[config.mk]
export PLATFORM = sky130hd
export DESIGN_NAME = port_change_detect
export DESIGN_NICKNAME = d
export VERILOG_FILES = /design/src/core/sticky_flag.v /design/src/core/level_change.v /design/src/core/port_change_detect.v
export VERILOG_INCLUDE_DIRS = /design/src /design/src/core
export SDC_FILE = /design/constraint.sdc
export NUM_CORES = 1
export LEC_CHECK = 0
export BUFFER_PORTS_ARGS = -buffer_cell sky130_fd_sc_hd__buf_4
export CAP_MARGIN = 10
export CORE_ASPECT_RATIO = 0.5
export CORE_MARGIN = 2
export CORE_UTILIZATION = 46
export CTS_CLUSTER_SIZE = 28
export DETAILED_ROUTE_END_ITERATION = 12
export GPL_TIMING_DRIVEN = 0
export PLACE_DENSITY_LB_ADDON = 0.05
export SYNTH_ARGS = -nofsm -noshare
export SYNTH_HDL_FRONTEND = slang
export SYNTH_SLANG_ARGS = --single-unit
[constraint.sdc]
create_clock -name clock -period 3.7 [get_ports clock]
set_clock_uncertainty 0.15 [all_clocks]
set_input_delay 0.185 -clock clock [delete_from_list [all_inputs] [get_ports clock]]
set_output_delay 0.185 -clock clock [all_outputs]
set_load 0.005 [all_outputs]
[src/core/port_change_defines.vh]
/*
 * Register offsets, field positions, reset values and codes for the
 * port state change detector.
 * Assumes a 32-bit APB slave with byte addresses and word registers.
 */
`ifndef PORT_CHANGE_DEFINES_VH
`define PORT_CHANGE_DEFINES_VH

// ----------------------------------------------------------------------
// register byte offsets (shared and device side)
// ----------------------------------------------------------------------
`define OFS_ROLE_SELECT      12'h000
`define OFS_MAIN_IRQ_STATUS  12'h004
`define OFS_MAIN_IRQ_ENABLE  12'h008
`define OFS_DEV_IRQ_SUMMARY  12'h00c
`define OFS_DEV_IRQ_ENABLE   12'h010
`define OFS_DEV_STATUS       12'h014

// ----------------------------------------------------------------------
// host port blocks: base plus port times stride, then word offsets
// ----------------------------------------------------------------------
`define OFS_HOST_BASE        12'h020
`define HOST_STRIDE_SHIFT    5
`define HOST_PORT_BIT        5
`define HOST_WORD_MSB        4
`define HOST_WORD_LSB        2
`define HW_IRQ_SUMMARY       3'h0
`define HW_IRQ_ENABLE        3'h1
`define HW_USB_CONTROL       3'h2
`define HW_XCVR_CONTROL      3'h3
`define HW_USB_STATUS        3'h4
`define HW_STATE_CTRL        3'h5
`define OFS_HOST_END         12'h060

// ----------------------------------------------------------------------
// field positions
// ----------------------------------------------------------------------
`define BIT_ROLE_HOST        0
`define BIT_MAIN_DEV         0
`define BIT_MAIN_HOST0       1
`define BIT_MAIN_HOST1       2
`define BIT_DEV_VBUS_CHG     0
`define BIT_DEV_HOST_VBUS_FAULT_STATE   0
`define BIT_LINE_CHG         0
`define BIT_HOST_VBUS_ERROR_FLAG         1
`define BIT_VBUS_ENABLE      0
`define BIT_FAULT_STATE      0
`define LINE_STATE_MSB       2
`define LINE_STATE_LSB       1
`define OP_MODE_MSB          1
`define OP_MODE_LSB          0

// ----------------------------------------------------------------------
// reset values and host state change codes
// ----------------------------------------------------------------------
`define XCVR_RESET           8'h00
`define XCVR_DETECT          8'h93
`define XCVR_OPERATE         8'h00
`define HSC_NONE             4'h0
`define HSC_OPERATE          4'h1
`define HSC_DETECT           4'h2
`define HSC_POWER_OFF        4'h3

`endif

[src/core/sticky_flag.v]
/*
 * One sticky event flag with write-one-to-clear.
 * Assumes set and clear are single-clock qualified strobes.
 */
`timescale 1ns/1ns

module sticky_flag
(
    input  wire clock,
    input  wire resetn,
    input  wire set,      // hardware event
    input  wire clear,    // software clear strobe
    output reg  flag_q    // held flag
);

    // ------------------------------------------------------------------
    // flag register
    // ------------------------------------------------------------------
    // set wins so an event in the clearing cycle is kept
    always @(posedge clock)
    begin
        if (!resetn)
            flag_q <= 1'b0;
        else if (set)
            flag_q <= 1'b1;
        else if (clear)
            flag_q <= 1'b0;
    end

endmodule // sticky_flag

[src/core/level_change.v]
/*
 * Change detector for a small synchronous input vector.
 * Assumes the input is already synchronous to clock.
 */
`timescale 1ns/1ns

module level_change
#(
    parameter WIDTH = 1
)
(
    input  wire             clock,
    input  wire             resetn,
    input  wire [WIDTH-1:0] level,     // sampled input
    output reg  [WIDTH-1:0] level_q,   // registered copy
    output wire             changed    // one-cycle pulse on change
);

    reg armed_q;   // first sample taken since reset

    // ------------------------------------------------------------------
    // sample register
    // ------------------------------------------------------------------
    // the first cycle after reset only loads, so reset itself is no change
    always @(posedge clock)
    begin
        if (!resetn)
        begin
            level_q <= {WIDTH{1'b0}};
            armed_q <= 1'b0;
        end
        else
        begin
            level_q <= level;
            armed_q <= 1'b1;
        end
    end

    assign changed = armed_q && (level != level_q);

endmodule // level_change

[src/core/port_change_detect.v]
/*
 * Port state change detector with APB register access: device VBUS
 * change on port 0, host VBUS fault and line change on both host ports,
 * power switch enables, transceiver mode and summary bits.
 * Assumes all pins are synchronous to clock and one APB master.
 */
`timescale 1ns/1ns
`include "port_change_defines.vh"

// Operation
// - detection runs in sleep and active states
// - port 0 device mode: VBUS change sets flag
// - device VBUS flag gated by its enable
// - device Host_vbus_fault_state bit shows input level
// - host ports: power fault sets error flag
// - VBUS error flag gated by its enable
// - power switch pin follows VBUS enable
// - status bit shows current fault input
// - host ports: DP/DM change sets flag
// - line change flag gated by its enable
// - two-bit line state field; 01/10 attached
// - leaving SE0 on connect raises line flag
// - role select leaves transceiver and VBUS alone
// - state change code updates transceiver and VBUS
// - two-bit op mode drives transceiver mode
// - select 1 host, 0 device; port 1 host
module port_change_detect
#(
    parameter PORTS = 2   // host-capable ports
)
(
    input  wire                 clock,
    input  wire                 resetn,
    input  wire [11:0]          paddr,
    input  wire                 psel,
    input  wire                 penable,
    input  wire                 pwrite,
    input  wire [31:0]          pwdata,
    output reg  [31:0]          prdata,
    output wire                 pready,
    output reg                  pslverr,
    input  wire                 port0_vbus_in,
    input  wire [PORTS-1:0]     power_fault_in,
    input  wire [2*PORTS-1:0]   host_line_state_in,
    output wire [PORTS-1:0]     power_switch_en_out,
    output wire [2*PORTS-1:0]   xcvr_op_mode,
    output wire                 host_device_select,
    output wire                 device_irq_out,
    output wire [PORTS-1:0]     host_irq_out
);

    // ------------------------------------------------------------------
    // shared state
    // ------------------------------------------------------------------
    reg                 role_q;           // 1 host, 0 device on port 0
    reg  [2:0]          main_en_q;        // main summary enables
    reg                 dev_vbus_en_q;    // device VBUS change enable
    wire                dev_vbus_level;   // registered VBUS level
    wire                dev_vbus_chg;     // VBUS edge pulse
    wire                dev_vbus_flag;    // sticky device flag
    wire                dev_summary;      // device summary bit
    wire [PORTS-1:0]    host_summary;     // host summary bits
    wire [PORTS-1:0]    host_mode;        // port acts as host
    wire [2:0]          main_status;      // main summary bits

    // per-port flattened views for the read mux
    wire [PORTS-1:0]    line_flag;
    wire [PORTS-1:0]    err_flag;
    wire [2*PORTS-1:0]  host_en_all;
    wire [PORTS-1:0]    vbus_en_all;
    wire [8*PORTS-1:0]  xcvr_all;
    wire [4*PORTS-1:0]  code_all;
    wire [2*PORTS-1:0]  line_all;
    wire [PORTS-1:0]    fault_all;

    // ------------------------------------------------------------------
    // APB decode
    // ------------------------------------------------------------------
    wire        setup_phase;      // first cycle of a transfer
    wire        wr_en;            // write takes effect
    wire        in_host;          // address falls in a host block
    wire        host_port;        // host block index
    wire [2:0]  host_word;        // word inside host block
    wire        mapped;           // address decodes to a register

    assign pready      = 1'b1;   // zero wait states, reads prefetched
    assign setup_phase = psel && !penable;
    assign wr_en       = psel && penable && pwrite && mapped;
    assign in_host     = (paddr >= `OFS_HOST_BASE) && (paddr < `OFS_HOST_END);
    assign host_port   = !paddr[`HOST_PORT_BIT];  // host base has this bit set
    assign host_word   = paddr[`HOST_WORD_MSB:`HOST_WORD_LSB];
    assign mapped      = (paddr[1:0] == 2'h0) &&
                         ((paddr <= `OFS_DEV_STATUS) ||
                          (in_host && host_word <= `HW_STATE_CTRL));

    // write strobes for shared registers
    wire wr_role     = wr_en && (paddr == `OFS_ROLE_SELECT);
    wire wr_main_en  = wr_en && (paddr == `OFS_MAIN_IRQ_ENABLE);
    wire wr_dev_sum  = wr_en && (paddr == `OFS_DEV_IRQ_SUMMARY);
    wire wr_dev_en   = wr_en && (paddr == `OFS_DEV_IRQ_ENABLE);

    // ------------------------------------------------------------------
    // shared registers
    // ------------------------------------------------------------------
    // role switching only touches the select bit; transceiver and VBUS
    // settings of the port stay as firmware left them
    always @(posedge clock)
    begin
        if (!resetn)
        begin
            role_q        <= 1'b0;
            main_en_q     <= 3'h0;
            dev_vbus_en_q <= 1'b0;
        end
        else
        begin
            if (wr_role)
                role_q <= pwdata[`BIT_ROLE_HOST];
            if (wr_main_en)
                main_en_q <= pwdata[2:0];
            if (wr_dev_en)
                dev_vbus_en_q <= pwdata[`BIT_DEV_VBUS_CHG];
        end
    end

    assign host_device_select = role_q;
    // port 0 hosts only when selected; later ports are always hosts
    assign host_mode[0] = role_q;

    // ------------------------------------------------------------------
    // device VBUS change on port 0
    // ------------------------------------------------------------------
    // no power state input gates this path: it runs whenever clocked
    level_change #(.WIDTH(1)) u_dev_vbus
    (
        .clock   (clock),
        .resetn  (resetn),
        .level   (port0_vbus_in),
        .level_q (dev_vbus_level),
        .changed (dev_vbus_chg)
    );

    sticky_flag u_dev_flag
    (
        .clock  (clock),
        .resetn (resetn),
        .set    (dev_vbus_chg && !role_q),
        .clear  (wr_dev_sum && pwdata[`BIT_DEV_VBUS_CHG]),
        .flag_q (dev_vbus_flag)
    );

    assign dev_summary = dev_vbus_flag && dev_vbus_en_q;

    // ------------------------------------------------------------------
    // host ports
    // ------------------------------------------------------------------
    genvar p;
    generate
        for (p = 0; p < PORTS; p = p + 1)
        begin : g_host
            reg        line_en_q;    // line change enable
            reg        err_en_q;     // VBUS error enable
            reg        vbus_en_q;    // power switch enable
            reg  [7:0] xcvr_q;       // transceiver control
            reg  [3:0] code_q;       // pending state change code
            wire [1:0] line_q;       // registered line state
            wire       line_chg;     // line change pulse
            wire       sel;          // this port addressed
            wire       wr_sum;
            wire       wr_ien;
            wire       wr_ctl;
            wire       wr_xcvr;
            wire       wr_code;

            if (p > 0)
            begin : g_fixed_host
                assign host_mode[p] = 1'b1;
            end

            assign sel     = in_host && (host_port == p);
            assign wr_sum  = wr_en && sel && (host_word == `HW_IRQ_SUMMARY);
            assign wr_ien  = wr_en && sel && (host_word == `HW_IRQ_ENABLE);
            assign wr_ctl  = wr_en && sel && (host_word == `HW_USB_CONTROL);
            assign wr_xcvr = wr_en && sel && (host_word == `HW_XCVR_CONTROL);
            assign wr_code = wr_en && sel && (host_word == `HW_STATE_CTRL);

            // any DP/DM transition, including leaving SE0 on attach
            level_change #(.WIDTH(2)) u_line
            (
                .clock   (clock),
                .resetn  (resetn),
                .level   (host_line_state_in[2*p+1:2*p]),
                .level_q (line_q),
                .changed (line_chg)
            );

            sticky_flag u_line_flag
            (
                .clock  (clock),
                .resetn (resetn),
                .set    (line_chg && host_mode[p]),
                .clear  (wr_sum && pwdata[`BIT_LINE_CHG]),
                .flag_q (line_flag[p])
            );

            // level-set: a clear while the fault persists is undone at once
            sticky_flag u_err_flag
            (
                .clock  (clock),
                .resetn (resetn),
                .set    (power_fault_in[p] && host_mode[p]),
                .clear  (wr_sum && pwdata[`BIT_HOST_VBUS_ERROR_FLAG]),
                .flag_q (err_flag[p])
            );

            // enables, VBUS drive, transceiver and state change code
            // a software write to a register beats a code in the same
            // cycle only for the enables; the code runs one cycle later
            always @(posedge clock)
            begin
                if (!resetn)
                begin
                    line_en_q <= 1'b0;
                    err_en_q  <= 1'b0;
                    vbus_en_q <= 1'b0;
                    xcvr_q    <= `XCVR_RESET;
                    code_q    <= `HSC_NONE;
                end
                else
                begin
                    if (wr_ien)
                    begin
                        line_en_q <= pwdata[`BIT_LINE_CHG];
                        err_en_q  <= pwdata[`BIT_HOST_VBUS_ERROR_FLAG];
                    end
                    if (wr_code)
                        code_q <= pwdata[3:0];
                    else
                        code_q <= `HSC_NONE;
                    case (code_q)
                        `HSC_OPERATE:
                        begin
                            xcvr_q    <= `XCVR_OPERATE;
                            vbus_en_q <= 1'b1;
                        end
                        `HSC_DETECT:
                        begin
                            xcvr_q    <= `XCVR_DETECT;
                            vbus_en_q <= 1'b1;
                        end
                        `HSC_POWER_OFF:
                        begin
                            xcvr_q    <= `XCVR_DETECT;
                            vbus_en_q <= 1'b0;
                        end
                        default:
                        begin
                            // unknown codes leave settings untouched
                            if (wr_ctl)
                                vbus_en_q <= pwdata[`BIT_VBUS_ENABLE];
                            if (wr_xcvr)
                                xcvr_q <= pwdata[7:0];
                        end
                    endcase
                end
            end

            assign line_all[2*p+1:2*p]  = line_q;
            assign fault_all[p]         = power_fault_in[p];
            assign host_en_all[2*p+1:2*p] = {err_en_q, line_en_q};
            assign vbus_en_all[p]       = vbus_en_q;
            assign xcvr_all[8*p+7:8*p]  = xcvr_q;
            assign code_all[4*p+3:4*p]  = code_q;
            assign power_switch_en_out[p] = vbus_en_q;
            assign xcvr_op_mode[2*p+1:2*p] =
                xcvr_q[`OP_MODE_MSB:`OP_MODE_LSB];
            assign host_summary[p] = (line_flag[p] && line_en_q) ||
                                     (err_flag[p] && err_en_q);
        end
    endgenerate

    // ------------------------------------------------------------------
    // main summary and outputs
    // ------------------------------------------------------------------
    assign main_status    = {host_summary[1], host_summary[0], dev_summary};
    assign device_irq_out = main_status[`BIT_MAIN_DEV] &&
                            main_en_q[`BIT_MAIN_DEV];
    assign host_irq_out   = host_summary &
                            {main_en_q[`BIT_MAIN_HOST1], main_en_q[`BIT_MAIN_HOST0]};

    // ------------------------------------------------------------------
    // read data, captured in the setup cycle
    // ------------------------------------------------------------------
    reg [31:0] rd_d;   // next read word

    always @*
    begin
        rd_d = 32'h0;
        if (in_host)
        begin
            case (host_word)
                `HW_IRQ_SUMMARY:
                    rd_d = {30'h0, err_flag[host_port], line_flag[host_port]};
                `HW_IRQ_ENABLE:
                    rd_d = {30'h0, host_en_all[2*host_port+1],
                            host_en_all[2*host_port]};
                `HW_USB_CONTROL:
                    rd_d = {31'h0, vbus_en_all[host_port]};
                `HW_XCVR_CONTROL:
                    rd_d = {24'h0, xcvr_all[8*host_port +: 8]};
                `HW_USB_STATUS:
                    rd_d = {29'h0, line_all[2*host_port +: 2],
                            fault_all[host_port]};
                `HW_STATE_CTRL:
                    rd_d = {28'h0, code_all[4*host_port +: 4]};
                default:
                    rd_d = 32'h0;
            endcase
        end
        else
        begin
            case (paddr)
                `OFS_ROLE_SELECT:     rd_d = {31'h0, role_q};
                `OFS_MAIN_IRQ_STATUS: rd_d = {29'h0, main_status};
                `OFS_MAIN_IRQ_ENABLE: rd_d = {29'h0, main_en_q};
                `OFS_DEV_IRQ_SUMMARY: rd_d = {31'h0, dev_vbus_flag};
                `OFS_DEV_IRQ_ENABLE:  rd_d = {31'h0, dev_vbus_en_q};
                `OFS_DEV_STATUS:      rd_d = {31'h0, dev_vbus_level};
                default:              rd_d = 32'h0;
            endcase
        end
    end

    // read word and error flag are settled before the access phase
    always @(posedge clock)
    begin
        if (!resetn)
        begin
            prdata  <= 32'h0;
            pslverr <= 1'b0;
        end
        else if (setup_phase)
        begin
            prdata  <= (pwrite || !mapped) ? 32'h0 : rd_d;
            pslverr <= !mapped;
        end
    end

endmodule // port_change_detect

==> qor.csv, run 1 <==
stage,metric,value,unit
critical_path,CP Launch Type,input port,
min_path,hold depth,3,
critical_path,CP Max Fanout,10,
clock_network,CTS tree,done,
critical_path,arrival time worst endpoint,2.15,ns
floorplan,# IOs,100,
cells_and_area,Filler cells,625,
drt,iteration count of the initial detailed-routing pass,5,
logic_synthesis,Synth area leader,dfxtp_1,
clock_network,CTS Buf Count,5,
logic_synthesis,fraction of registers with async set/reset,0,%
logic_synthesis,Synth top area share,35.73,%
placement,Placer Congestion,0.9613,
timing,Final Hold Fails,0,
floorplan,Die Y,61.88,um
cells_and_area,sequential cell area,0.001101,mm2
drt,First DRT Iteration DRCs,255,
global_routing,gr usage total,25.82,%
pwr,Comb power frac,12.7,%
clock_network,Worst-path clk slew,0.07,ns
floorplan,Die W,119.8,um
clock_network,clk root buf,clkbuf_16,
clock_network,Post-CTS Setup Inserts,0,
timing,# setup viols final,0,
floorplan,die area,0.007410,mm2
cells_and_area,Final Util,59.26,%
clock_network,worst-skew pair later-pin latency,0.30,ns
critical_path,critical path class,input port to flop,
timing,max_slew headroom,50.41,%
pwr,NetSw,0.3214,mW
min_path,Hold Startpoint,pwdata[5],
cells_and_area,area of the multi-input gates,0.001722,mm2
cells_and_area,area grow syn2layout,26.31,%
logic_synthesis,synth top area cells,"dfxtp_1 (36%), buf_4 (8.3%), mux2i_1 (6.8%)",
pwr,Clock Power Share,39.8,%
critical_path,worst reg2reg path depth,3,
timing,Worst Tran Pin Value,0.7371,ns
logic_synthesis,post-synthesis sequential area ratio,35.73,%
logic_synthesis,Post-synth top cells,"dfxtp_1 (55), buf_4 (34), nand2_1 (31)",
logic_synthesis,synth warn,0,
timing,fmax,486.1,MHz
min_path,Hold Crit Class,input port to flop,
drt,Post-route DRC,0,
global_routing,largest net degree at the start of global routing,19,
timing,period utilisation layout,55.59,%
logic_synthesis,Unique masters post-synth,55,
clock_network,post-cts resize count,0,
drt,ANT nets after route,0,
timing,max-slew violations,0,
cells_and_area,Antenna diodes,0,
drt,via/cell ratio,5.437,
logic_synthesis,"count leader, synth",dfxtp_1,
placement,# port buffers,48,
clock_network,number of hold buffers added after cts,9,
logic_synthesis,Synth Area per Inst,8.513,um2
pwr,Flop pwr share,47.5,%
floorplan,Initial Utilization,46.91,%
run_status,status,finished clean,
global_routing,vias in the first global route,2641,
placement,Cells after DPL,525,
pwr,Total Power,1.271,mW
global_routing,initial antenna violation count,0,
clock_network,H-tree lvl count,2,
drt,via count,2947,
job,Max Cap Violations,0,
drt,DRT Wirelength,9417,um
placement,hpwl dp,7286,um
critical_path,reg-to-reg startpoint,g_host[1].code_q[1],
cells_and_area,"non-filler cells, final",542,
clock_network,worst-case clock buffer depth,2,
pwr,VDD IR max,0.2080,mV
pwr,Internal Power,0.9500,mW
floorplan,core area,0.006569,mm2
timing,RSZ-0062 raised after global routing,no,
timing,post-route setup TNS,0,ns
pwr,Leak,1.571,nW
critical_path,launch point of the worst path,paddr[8],
critical_path,critical path required time,3.79,ns
drt,Wirelength per Cell,17.37,um
critical_path,CP Capture Type,flop,
pwr,Switching Share,25.28,%
logic_synthesis,Syn Std Cell Area,0.003082,mm2
logic_synthesis,Cells after Synth,362,
timing,hold_ws,0.001155,ns
logic_synthesis,number of flops mapped to enable cells by yosys,0,
global_routing,Overflow after GRT,0,
global_routing,first-pass GRT wire length,14300,um
timing,Tmin final,2.057,ns
pwr,pwr dens,326.6,mW/mm2
logic_synthesis,Yosys reg bits,55,
floorplan,row cnt,21,
cells_and_area,nets@finish,505,
cells_and_area,share of cells above drive strength 1,23.56,%
logic_synthesis,main flop type after synthesis,dfxtp_1,
clock_network,clock sink count,55,
-- power groups by stage --
stage	registers (mW)	logic, mW	clock network [mW]
4_1_cts	0.604	0.158	0.514
5_1_grt	0.605	0.175	0.534
3_3_place_gp	0.618	0.149	0
2_1_floorplan	0.616	0.0884	0
3_5_place_dp	0.618	0.150	0
6_report	0.604	0.162	0.506
-- kinds of logic after synthesis --
kind of cell	Yosys count	share of synthesized area, %
AO/OA/AOI/OAI	86	17.66
XOR/XNOR	6	1.705
buffers and inverters	56	11.21
flip-flops	55	35.73
multiplexers	22	7.186
other	2	0.2437
AND/OR/NAND/NOR	135	26.27
-- area by class of cell --
class	count	share of cell area, %
well taps	92	2.957
clock inverters	2	0.5143
multi-input cells	274	44.23
repair buffers	57	11.57
inverters	9	0.8679
plain buffers	47	8.004
clock buffers	6	3.568
flip-flops and latches	55	28.29
-- path summary, 6_finish.rpt --
kind / to / slack (ns)
worst min register to register: g_host[1].xcvr_q[6] / 0.31
worst max register to register: g_host[1].xcvr_q[0] / 2.15
worst min-delay path: g_host[1].xcvr_q[5] / 0.001
worst max-delay path: g_host[1].code_q[0] / 1.64
-- flip-flops by register name, indices dropped and copies added, names as in the netlist --
register	cells
g_host.vbus_en_q	2
g_host.u_line.level_q	4
prdata	8
g_host.code_q	8
g_host.err_en_q	2
g_host.line_en_q	2
g_host.u_line_flag.flag_q	2
g_host.u_line.armed_q	1
g_host.u_err_flag.flag_q	2
u_dev_flag.flag_q	1
u_dev_vbus.level_q	1
main_en_q	3
g_host.xcvr_q	16
dev_vbus_en_q	1
host_device_select	1
pslverr	1
-- metrics by stage --
step / instance area (um2) / worst slack, ns
2_1_floorplan: 3168 / 1.829
3_3_place_gp: 3643 / 1.553
3_5_place_dp: 3643 / 1.496
4_1_cts: 3892 / 1.748
5_1_grt: 3892 / 1.667
6_report: 3892 / 1.643
-- worst max-delay path, stage by stage --
cell and delay (ns):
buf_4 0.12, nor4_4 0.59, nand2_1 0.28, nor4_1 0.72, and2_1 0.23
-- metal layers --
layer	up-vias	track usage (%)	routed length, um
met5	-	0	0
met4	0	5.042	63
met3	9	6.934	964
met2	137	41.55	3973
met1	1368	35.76	4416
li1	1433	-	-
-- cell usage in the layout (no fill, tap or decap), types with 3 or more instances in the layout --
| cell | netlist | final |
|---|---|---|
| a211oi_1 | 8 | 8 |
| nor3_1 | 12 | 12 |
| nand2_1 | 31 | 31 |
| inv_1 | 9 | 9 |
| o211ai_1 | 4 | 4 |
| nand4_1 | 7 | 7 |
| and3_1 | 3 | 3 |
| a21oi_1 | 28 | 28 |
| xor2_1 | 6 | 6 |
| nand3_1 | 8 | 8 |
| o22ai_1 | 5 | 5 |
| o21ai_0 | 16 | 16 |
| clkbuf_1 | 12 | 12 |
| and2_1 | 16 | 16 |
| conb_1 | 2 | 25 |
| nand2b_1 | 4 | 4 |
| nor4_1 | 7 | 7 |
| clkbuf_16 | 0 | 5 |
| nor2_1 | 13 | 13 |
| dlygate4sd3_1 | 0 | 9 |
| o21a_1 | 4 | 4 |
| nor3b_1 | 3 | 3 |
| mux2i_1 | 21 | 21 |
| o221ai_1 | 4 | 4 |
| and4_1 | 4 | 4 |
| a22oi_1 | 4 | 4 |
| nand3b_1 | 4 | 4 |
| dfxtp_1 | 55 | 55 |
| o21ai_1 | 3 | 3 |
| nor2b_1 | 3 | 3 |
| buf_4 | 34 | 82 |
(Power assumes the default switching activity.)
==> run 2, diff against run 1 <==
--- a/config.mk
+++ b/config.mk
@@ -6,6 +6,7 @@
 export SDC_FILE = /design/constraint.sdc
 export NUM_CORES = 1
 export LEC_CHECK = 0
+export ABC_AREA = 1
 export BUFFER_PORTS_ARGS = -buffer_cell sky130_fd_sc_hd__buf_4
 export CAP_MARGIN = 10
 export CORE_ASPECT_RATIO = 0.5
==> constraint.sdc (replaced) <==
create_clock -name clock -period 1.8 [get_ports clock]
set_clock_uncertainty 0.15 [all_clocks]
set_input_delay 0.09 -clock clock [delete_from_list [all_inputs] [get_ports clock]]
set_output_delay 0.09 -clock clock [all_outputs]
set_load 0.005 [all_outputs]
==> run 2 against run 1 <==
  * Synthesized cell count grew 39%
  * Via count up 14%
  * Non-clock buffer count grew 7
  * Final area rose by 6.6%
  * Clock-buffer cell count rose by 1
  * Power rose by 100%
==> qor.csv, run 2 <==
stage,metric,value,unit,change
run_status,status,finished clean,,
pwr,Switching Share,24.68,%,-0.60 points
pwr,Comb power frac,12.2,%,-0.5 points
timing,max_slew headroom,56.89,%,+6.5 points
logic_synthesis,Synth area leader,dfxtp_1,,
logic_synthesis,synth warn,0,,unchanged
pwr,Total Power,2.562,mW,+100%
critical_path,Crit path max-delay family,buffers and inverters,,
logic_synthesis,post-synthesis mux area share,0.3091,%,-6.9 points
timing,post-route setup TNS,0,ns,unchanged
pwr,Internal Power,1.930,mW,+100%
logic_synthesis,Simple-Gate Fraction of Synth Area,34.54,%,+8.3 points
clock_network,worst-skew pair later-pin latency,0.30,ns,about the same
drt,Wirelength per Cell,13.46,um,-23%
clock_network,Worst-path clk slew,0.07,ns,about the same
global_routing,initial antenna violation count,0,,unchanged
timing,RSZ-0062 raised after global routing,no,,
timing,max-slew violations,0,,unchanged
cells_and_area,nets@finish,654,,+30%
cells_and_area,most frequent cells in the layout,"nand2_1 (106), buf_4 (84), nor2_1 (78)",,
pwr,Leak,1.994,nW,+27%
placement,Placer Congestion,0.9188,,-4.4%
cells_and_area,max FFs per register,16,,unchanged
timing,# setup viols final,0,,unchanged
logic_synthesis,largest family of logic cells by synthesized area,simple AND/OR/NAND/NOR gates,,
clock_network,clock sink count,55,,unchanged
critical_path,CP Launch Type,input port,,
critical_path,Crit-path slowest cell,dlygate4sd3_1,,
logic_synthesis,Syn Std Cell Area,0.003238,mm2,+5.1%
critical_path,Reg2Reg Setup Slack,0.17,ns,-1.98 ns
floorplan,core area,0.006753,mm2,+2.8%
logic_synthesis,post-synthesis sequential area ratio,34.00,%,-1.7 points
clock_network,clk root buf,clkbuf_16,,
pwr,VDD IR max,0.3821,mV,+84%
drt,Post-route DRC,0,,unchanged
critical_path,WP buf/inv,5,,+4
logic_synthesis,Synth Area in Adders,0,%,unchanged
clock_network,H-tree lvl count,2,,unchanged
timing,Tmin final,1.639,ns,
logic_synthesis,Post-synth top cells,"nand2_1 (106), nor2_1 (79), inv_1 (65)",,
logic_synthesis,Unique masters post-synth,34,,-38%
logic_synthesis,Yosys reg bits,55,,unchanged
logic_synthesis,Synth top area share,34.00,%,-1.7 points
pwr,Flop pwr share,48.4,%,+0.9 points
placement,DP Area,0.003792,mm2,+4.1%
timing,period utilisation layout,91.04,%,
timing,Final Hold Fails,0,,unchanged
clock_network,worst-case clock buffer depth,2,,unchanged
logic_synthesis,Post-Synth XOR/XNOR Area,1.082,%,-0.62 points
timing,fmax,610.2,MHz,
cells_and_area,Antenna diodes,0,,unchanged
clock_network,CTS Buf Count,5,,unchanged
floorplan,die area,0.007767,mm2,+4.8%
logic_synthesis,synth top area cells,"dfxtp_1 (34%), nand2_1 (12%), nor2_1 (9.2%)",,
logic_synthesis,"count leader, synth",nand2_1,,
cells_and_area,fin area,0.004148,mm2,+6.6%
drt,via/cell ratio,4.883,,-10%
min_path,Hold Crit Class,input port to flop,,
critical_path,CP Capture Type,flop,,
floorplan,# IOs,100,,unchanged
logic_synthesis,number of flops mapped to enable cells by yosys,0,,unchanged
logic_synthesis,fraction of registers with async set/reset,0,%,unchanged
placement,hpwl dp,6975,um,-4.3%
cells_and_area,area grow syn2layout,28.09,%,
drt,via count,3374,,+14%
floorplan,Die W,122.7,um,+2.4%
logic_synthesis,Compound-Gate Fraction of Synth Area,12.36,%,-5.3 points
drt,DRT Wirelength,9304,um,-1.2%
floorplan,row cnt,21,,unchanged
pwr,Clock Power Share,39.5,%,-0.3 points
job,Max Cap Violations,0,,unchanged
critical_path,"Largest stage delay, worst path",0.53,ns,-0.19 ns
logic_synthesis,Synth Area per Inst,6.450,um2,-24%
global_routing,largest net degree at the start of global routing,17,,-2
drt,ANT nets after route,0,,unchanged
floorplan,Initial Utilization,47.95,%,+1.0 points
critical_path,CP Max Fanout,10,,unchanged
critical_path,"most used cell, CP",buf_4,,
global_routing,first-pass GRT wire length,15200,um,+6.3%
placement,# port buffers,47,,-2.1%
global_routing,vias in the first global route,3055,,+16%
cells_and_area,share of cells above drive strength 1,19.37,%,-4.2 points
drt,First DRT Iteration DRCs,213,,-16%
critical_path,critical path required time,1.80,ns,-1.99 ns
floorplan,Die Y,63.33,um,+2.3%
cells_and_area,"Most flops, register",g_host.xcvr_q,,
critical_path,CP cell instances,dlygate4sd3_1 > buf_4 > buf_4 > inv_1 > clkbuf_1 > a21oi_1,,
critical_path,critical path class,input port to flop,,
global_routing,Overflow after GRT,0,,unchanged
pwr,pwr dens,617.7,mW/mm2,+89%
cells_and_area,biggest regs,"g_host.xcvr_q (16), g_host.code_q (8), prdata (8)",,
cells_and_area,"most common cell after layout, fill and taps aside",nand2_1,,
pwr,NetSw,0.6324,mW,+97%
critical_path,arrival time worst endpoint,1.64,ns,-0.51 ns
global_routing,gr usage total,25.29,%,-0.53 points
clock_network,CTS tree,done,,
timing,Worst Tran Pin Value,0.6467,ns,-0.09044 ns
logic_synthesis,Cells after Synth,502,,+39%
drt,iteration count of the initial detailed-routing pass,6,,+1
logic_synthesis,main flop type after synthesis,dfxtp_1,,
run 2: changes by cell type after synthesis, sizes merged, moves of 11 or more:
| cell | change |
|---|---|
| and2 | -16 |
| inv | +57 |
| mux2i | -20 |
| nand2 | +79 |
| nand3 | +39 |
| nor2 | +73 |
| nor3 | -11 |
| o21ai | +15 |
run 2: worst paths after layout:
| check | cells after the start | from | to |
|---|---|---|---|
| setup / recovery | 6 | resetn | prdata[7] |
| hold / removal | 5 | penable | prdata[1] |
| setup reg to reg | 5 | g_host[1].code_q[1] | g_host[1].xcvr_q[1] |
| hold reg to reg | 2 | prdata[6] | prdata[6] |
run 2: final cells by class:
type,count,area (um2)
inverters,67,251.5
multi-input cells,358,1683
well taps,92,115.1
clock inverters,1,8.758
plain buffers,45,315.3
clock buffers,7,142.6
fillers,686,2605
flip-flops and latches,55,1101
repair buffers,66,530.5
run 2: power groups by stage:
| stage | clock network (mW) | registers [mW] | logic (mW) |
|---|---|---|---|
| 2_1_floorplan | 0 | 1.27 | 0.171 |
| 3_3_place_gp | 0 | 1.27 | 0.276 |
| 3_5_place_dp | 0 | 1.27 | 0.277 |
| 4_1_cts | 1.03 | 1.24 | 0.302 |
| 5_1_grt | 1.08 | 1.24 | 0.346 |
| 6_report | 1.01 | 1.24 | 0.312 |
run 2: worst min-delay path, cell delays in order:
cell,delay [ns]
buf_4,0.08
nor2_1,0.07
nor2_1,0.10
nor2_1,0.06
nor2_1,0.07
run 2: through the flow:
| stage | instances | setup slack (ns) | util, % | hold WS, ns |
|---|---|---|---|---|
| final | 691 | 0.1612 | 61.42 | 0.05627 |
| after global routing | 691 | 0.02497 | 61.42 | 0.1045 |
| after CTS | 686 | 0.04016 | 60.55 | 0.04677 |
| after detailed placement | 664 | -0.3003 | 56.16 | 0.05515 |
| after global placement | 664 | -0.2885 | 56.16 | 0.05459 |
| after floorplan | 525 | 0.3097 | - | -0.03228 |
run 2: cells by family after synthesis:
logic type / count (synthesis)
muxes: 1
DFF: 55
other: 2
xor gates and xnor gates: 4
and+or+nand+nor: 252
buffers and inverters: 112
AOI/OAI and AO/OA: 76
run 2: routing by layer:
metal  track usage (%)  wire (um)  up-vias
met5                 0          0        -
met4             2.874         39        0
met3             6.884       1018        8
met2             38.06       3676      151
met1             37.00       4570     1500
li1                  -          -     1715
run 2: repair_timing:
action                                 4_1_cts  5_1_grt
pin swaps                                    0        3
gates resized for setup                      1        8
endpoints found under the hold margin       29        0
setup endpoints to repair                    2       25
hold buffers                                14        0
setup buffers                                0        5
==> run 3, diff against run 2 <==
--- a/config.mk
+++ b/config.mk
@@ -16,6 +16,7 @@
 export DETAILED_ROUTE_END_ITERATION = 12
 export GPL_TIMING_DRIVEN = 0
 export PLACE_DENSITY_LB_ADDON = 0.05
+export RECOVER_POWER = 25
 export SYNTH_ARGS = -nofsm -noshare
 export SYNTH_HDL_FRONTEND = slang
 export SYNTH_SLANG_ARGS = --single-unit
==> run 3 against run 2 <==
  * Global-route usage unchanged
  * Non-clock buffer count unchanged
  * Register-to-register slack about the same
  * Highest routed layer unchanged
==> qor.csv, run 3 (synthesized netlist as in run 2, its figures left out) <==
stage,metric,value,unit,change
clock_network,worst-case clock buffer depth,2,,unchanged
global_routing,Overflow after GRT,0,,unchanged
clock_network,CTS tree,done,,
cells_and_area,"Most flops, register",g_host.xcvr_q,,
critical_path,critical path required time,1.82,ns,+0.02 ns
timing,Tmin final,1.637,ns,-0.002287 ns
timing,Final Hold Fails,0,,unchanged
global_routing,gr usage total,25.29,%,unchanged
critical_path,"most used cell, CP",nor2_1,,
critical_path,critical path class,input port to flop,,
global_routing,met1 usage,37.00,%,unchanged
critical_path,arrival time worst endpoint,1.66,ns,+0.02 ns
timing,fmax,611.1,MHz,+0.14%
timing,max-slew violations,0,,unchanged
cells_and_area,most frequent cells in the layout,"nand2_1 (106), nor2_1 (78), buf_4 (67)",,
critical_path,CP Max Fanout,10,,unchanged
drt,via count,3379,,+0.15%
floorplan,row cnt,21,,unchanged
timing,# setup viols final,0,,unchanged
timing,final worst slack,0.1635,ns,+0.002287 ns
global_routing,first-pass GRT wire length,15200,um,unchanged
critical_path,"Largest stage delay, worst path",0.43,ns,-0.10 ns
floorplan,Initial Utilization,47.95,%,unchanged
drt,First DRT Iteration DRCs,212,,-0.47%
global_routing,largest net degree at the start of global routing,17,,unchanged
critical_path,WP buf/inv,2,,-3
clock_network,clk root buf,clkbuf_16,,
job,Max Cap Violations,0,,unchanged
timing,max_slew headroom,58.04,%,+1.2 points
drt,via/cell ratio,4.890,,+0.15%
clock_network,H-tree lvl count,2,,unchanged
drt,DRT Wirelength,9281,um,-0.25%
pwr,VDD IR max,0.3804,mV,-0.46%
timing,RSZ-0062 raised after global routing,no,,
cells_and_area,max FFs per register,16,,unchanged
global_routing,layer with the highest usage,met2,,
critical_path,CP cell instances,buf_6 > clkbuf_1 > o21ai_0 > a21oi_1 > nand3_1 > a21oi_1 > nor2_1 > nor2_1 > nor2_1,,
cells_and_area,nets@finish,654,,unchanged
floorplan,Die Y,63.33,um,unchanged
run_status,status,finished clean,,
floorplan,core area,0.006753,mm2,unchanged
placement,hpwl dp,6975,um,unchanged
critical_path,CP Capture Type,flop,,
timing,period utilisation layout,90.92,%,-0.13 points
global_routing,met2 usage,38.06,%,unchanged
cells_and_area,share of cells above drive strength 1,18.86,%,-0.50 points
clock_network,clock sink count,55,,unchanged
clock_network,CTS Buf Count,5,,unchanged
pwr,Total Power,2.563,mW,about the same
drt,ANT nets after route,0,,unchanged
timing,Worst Tran Pin Value,0.6294,ns,-0.01727 ns
min_path,Hold Crit Class,input port to flop,,
drt,Wirelength per Cell,13.43,um,-0.25%
floorplan,# IOs,100,,unchanged
placement,dpl ws,-0.3003,ns,unchanged
clock_network,worst-skew pair later-pin latency,0.30,ns,about the same
cells_and_area,Antenna diodes,0,,unchanged
cells_and_area,area grow syn2layout,27.82,%,
placement,Placer Congestion,0.9188,,unchanged
critical_path,Crit-path slowest cell,clkbuf_1,,
pwr,Leak,1.975,nW,-0.97%
global_routing,vias in the first global route,3055,,unchanged
floorplan,Die W,122.7,um,unchanged
global_routing,initial antenna violation count,0,,unchanged
global_routing,routing usage on met3,6.884,%,unchanged
cells_and_area,Final Util,61.29,%,-0.13 points
cells_and_area,"most common cell after layout, fill and taps aside",nand2_1,,
drt,Post-route DRC,0,,unchanged
clock_network,Worst-path clk slew,0.07,ns,about the same
floorplan,die area,0.007767,mm2,unchanged
critical_path,Crit path max-delay family,compound AO/OA/AOI/OAI gates,,
cells_and_area,biggest regs,"g_host.xcvr_q (16), g_host.code_q (8), prdata (8)",,
placement,# port buffers,47,,unchanged
pwr,pwr dens,619.2,mW/mm2,+0.25%
drt,iteration count of the initial detailed-routing pass,5,,-1
critical_path,CP Launch Type,input port,,
## run 3: report_power, final
part | total, mW | leakage, nW | switching [mW] | internal [mW]
Sequential | 1.24 | 0.446 | 0.00954 | 1.23
Combinational | 0.309 | 1.46 | 0.170 | 0.140
Clock | 1.01 | 0.0741 | 0.456 | 0.559
## run 3: layer usage
| metal | vias up | wire length (um) | part of all wire [%] |
|---|---|---|---|
| met2 | 143 | 3662 | 39 |
| met3 | 8 | 935 | 10 |
| li1 | 1712 | - | - |
| met4 | 0 | 44 | 0.47 |
| met5 | - | 0 | 0 |
| met1 | 1516 | 4638 | 50 |
## run 3: area by class of cell
| cell class | count | area (um2) |
|---|---|---|
| Clock buffer | 7 | 142.6 |
| Multi-Input combinational cell | 358 | 1683 |
| Timing Repair Buffer | 66 | 523.0 |
| Buffer | 45 | 314.1 |
| Fill cell | 688 | 2614 |
| Sequential cell | 55 | 1101 |
| Tap cell | 92 | 115.1 |
| Inverter | 67 | 251.5 |
| Clock inverter | 1 | 8.758 |
## run 3: tightest hold or removal path, cell delays in order
cell and delay (ns):
buf_4 0.08, nor2_1 0.07, nor2_1 0.10, nor2_1 0.06
nor2_1 0.07
## run 3: repair_timing
| action | in CTS | in global routing |
|---|---|---|
| gates resized for setup | 1 | 8 |
| endpoints found under the setup margin | 2 | 25 |
| buffers inserted | 0 | 5 |
| hold endpoints to repair | 29 | 0 |
| pin swaps | 0 | 3 |
| hold buffers | 14 | 0 |
## run 3: path summary, 6_finish.rpt
path | slack, ns | cells after the start | to | startpoint
max | 0.16 | 9 | prdata[1] | paddr[5]
min | 0.06 | 5 | prdata[1] | penable
max reg2reg | 0.18 | 5 | g_host[1].xcvr_q[1] | g_host[1].code_q[1]
min reg2reg | 0.32 | 2 | prdata[5] | prdata[5]
## run 3: stage by stage
| step | std cells | hold slack (ns) | instance area [um2] | setup TNS, ns |
|---|---|---|---|---|
| floorplan | 525 | -0.03228 | 3324 | 0 |
| global placement | 664 | 0.05459 | 3792 | -5.512 |
| detailed placement | 664 | 0.05515 | 3792 | -5.785 |
| CTS | 686 | 0.04677 | 4089 | 0 |
| global route | 691 | 0.1045 | 4139 | 0 |
| finish | 691 | 0.05772 | 4139 | 0 |
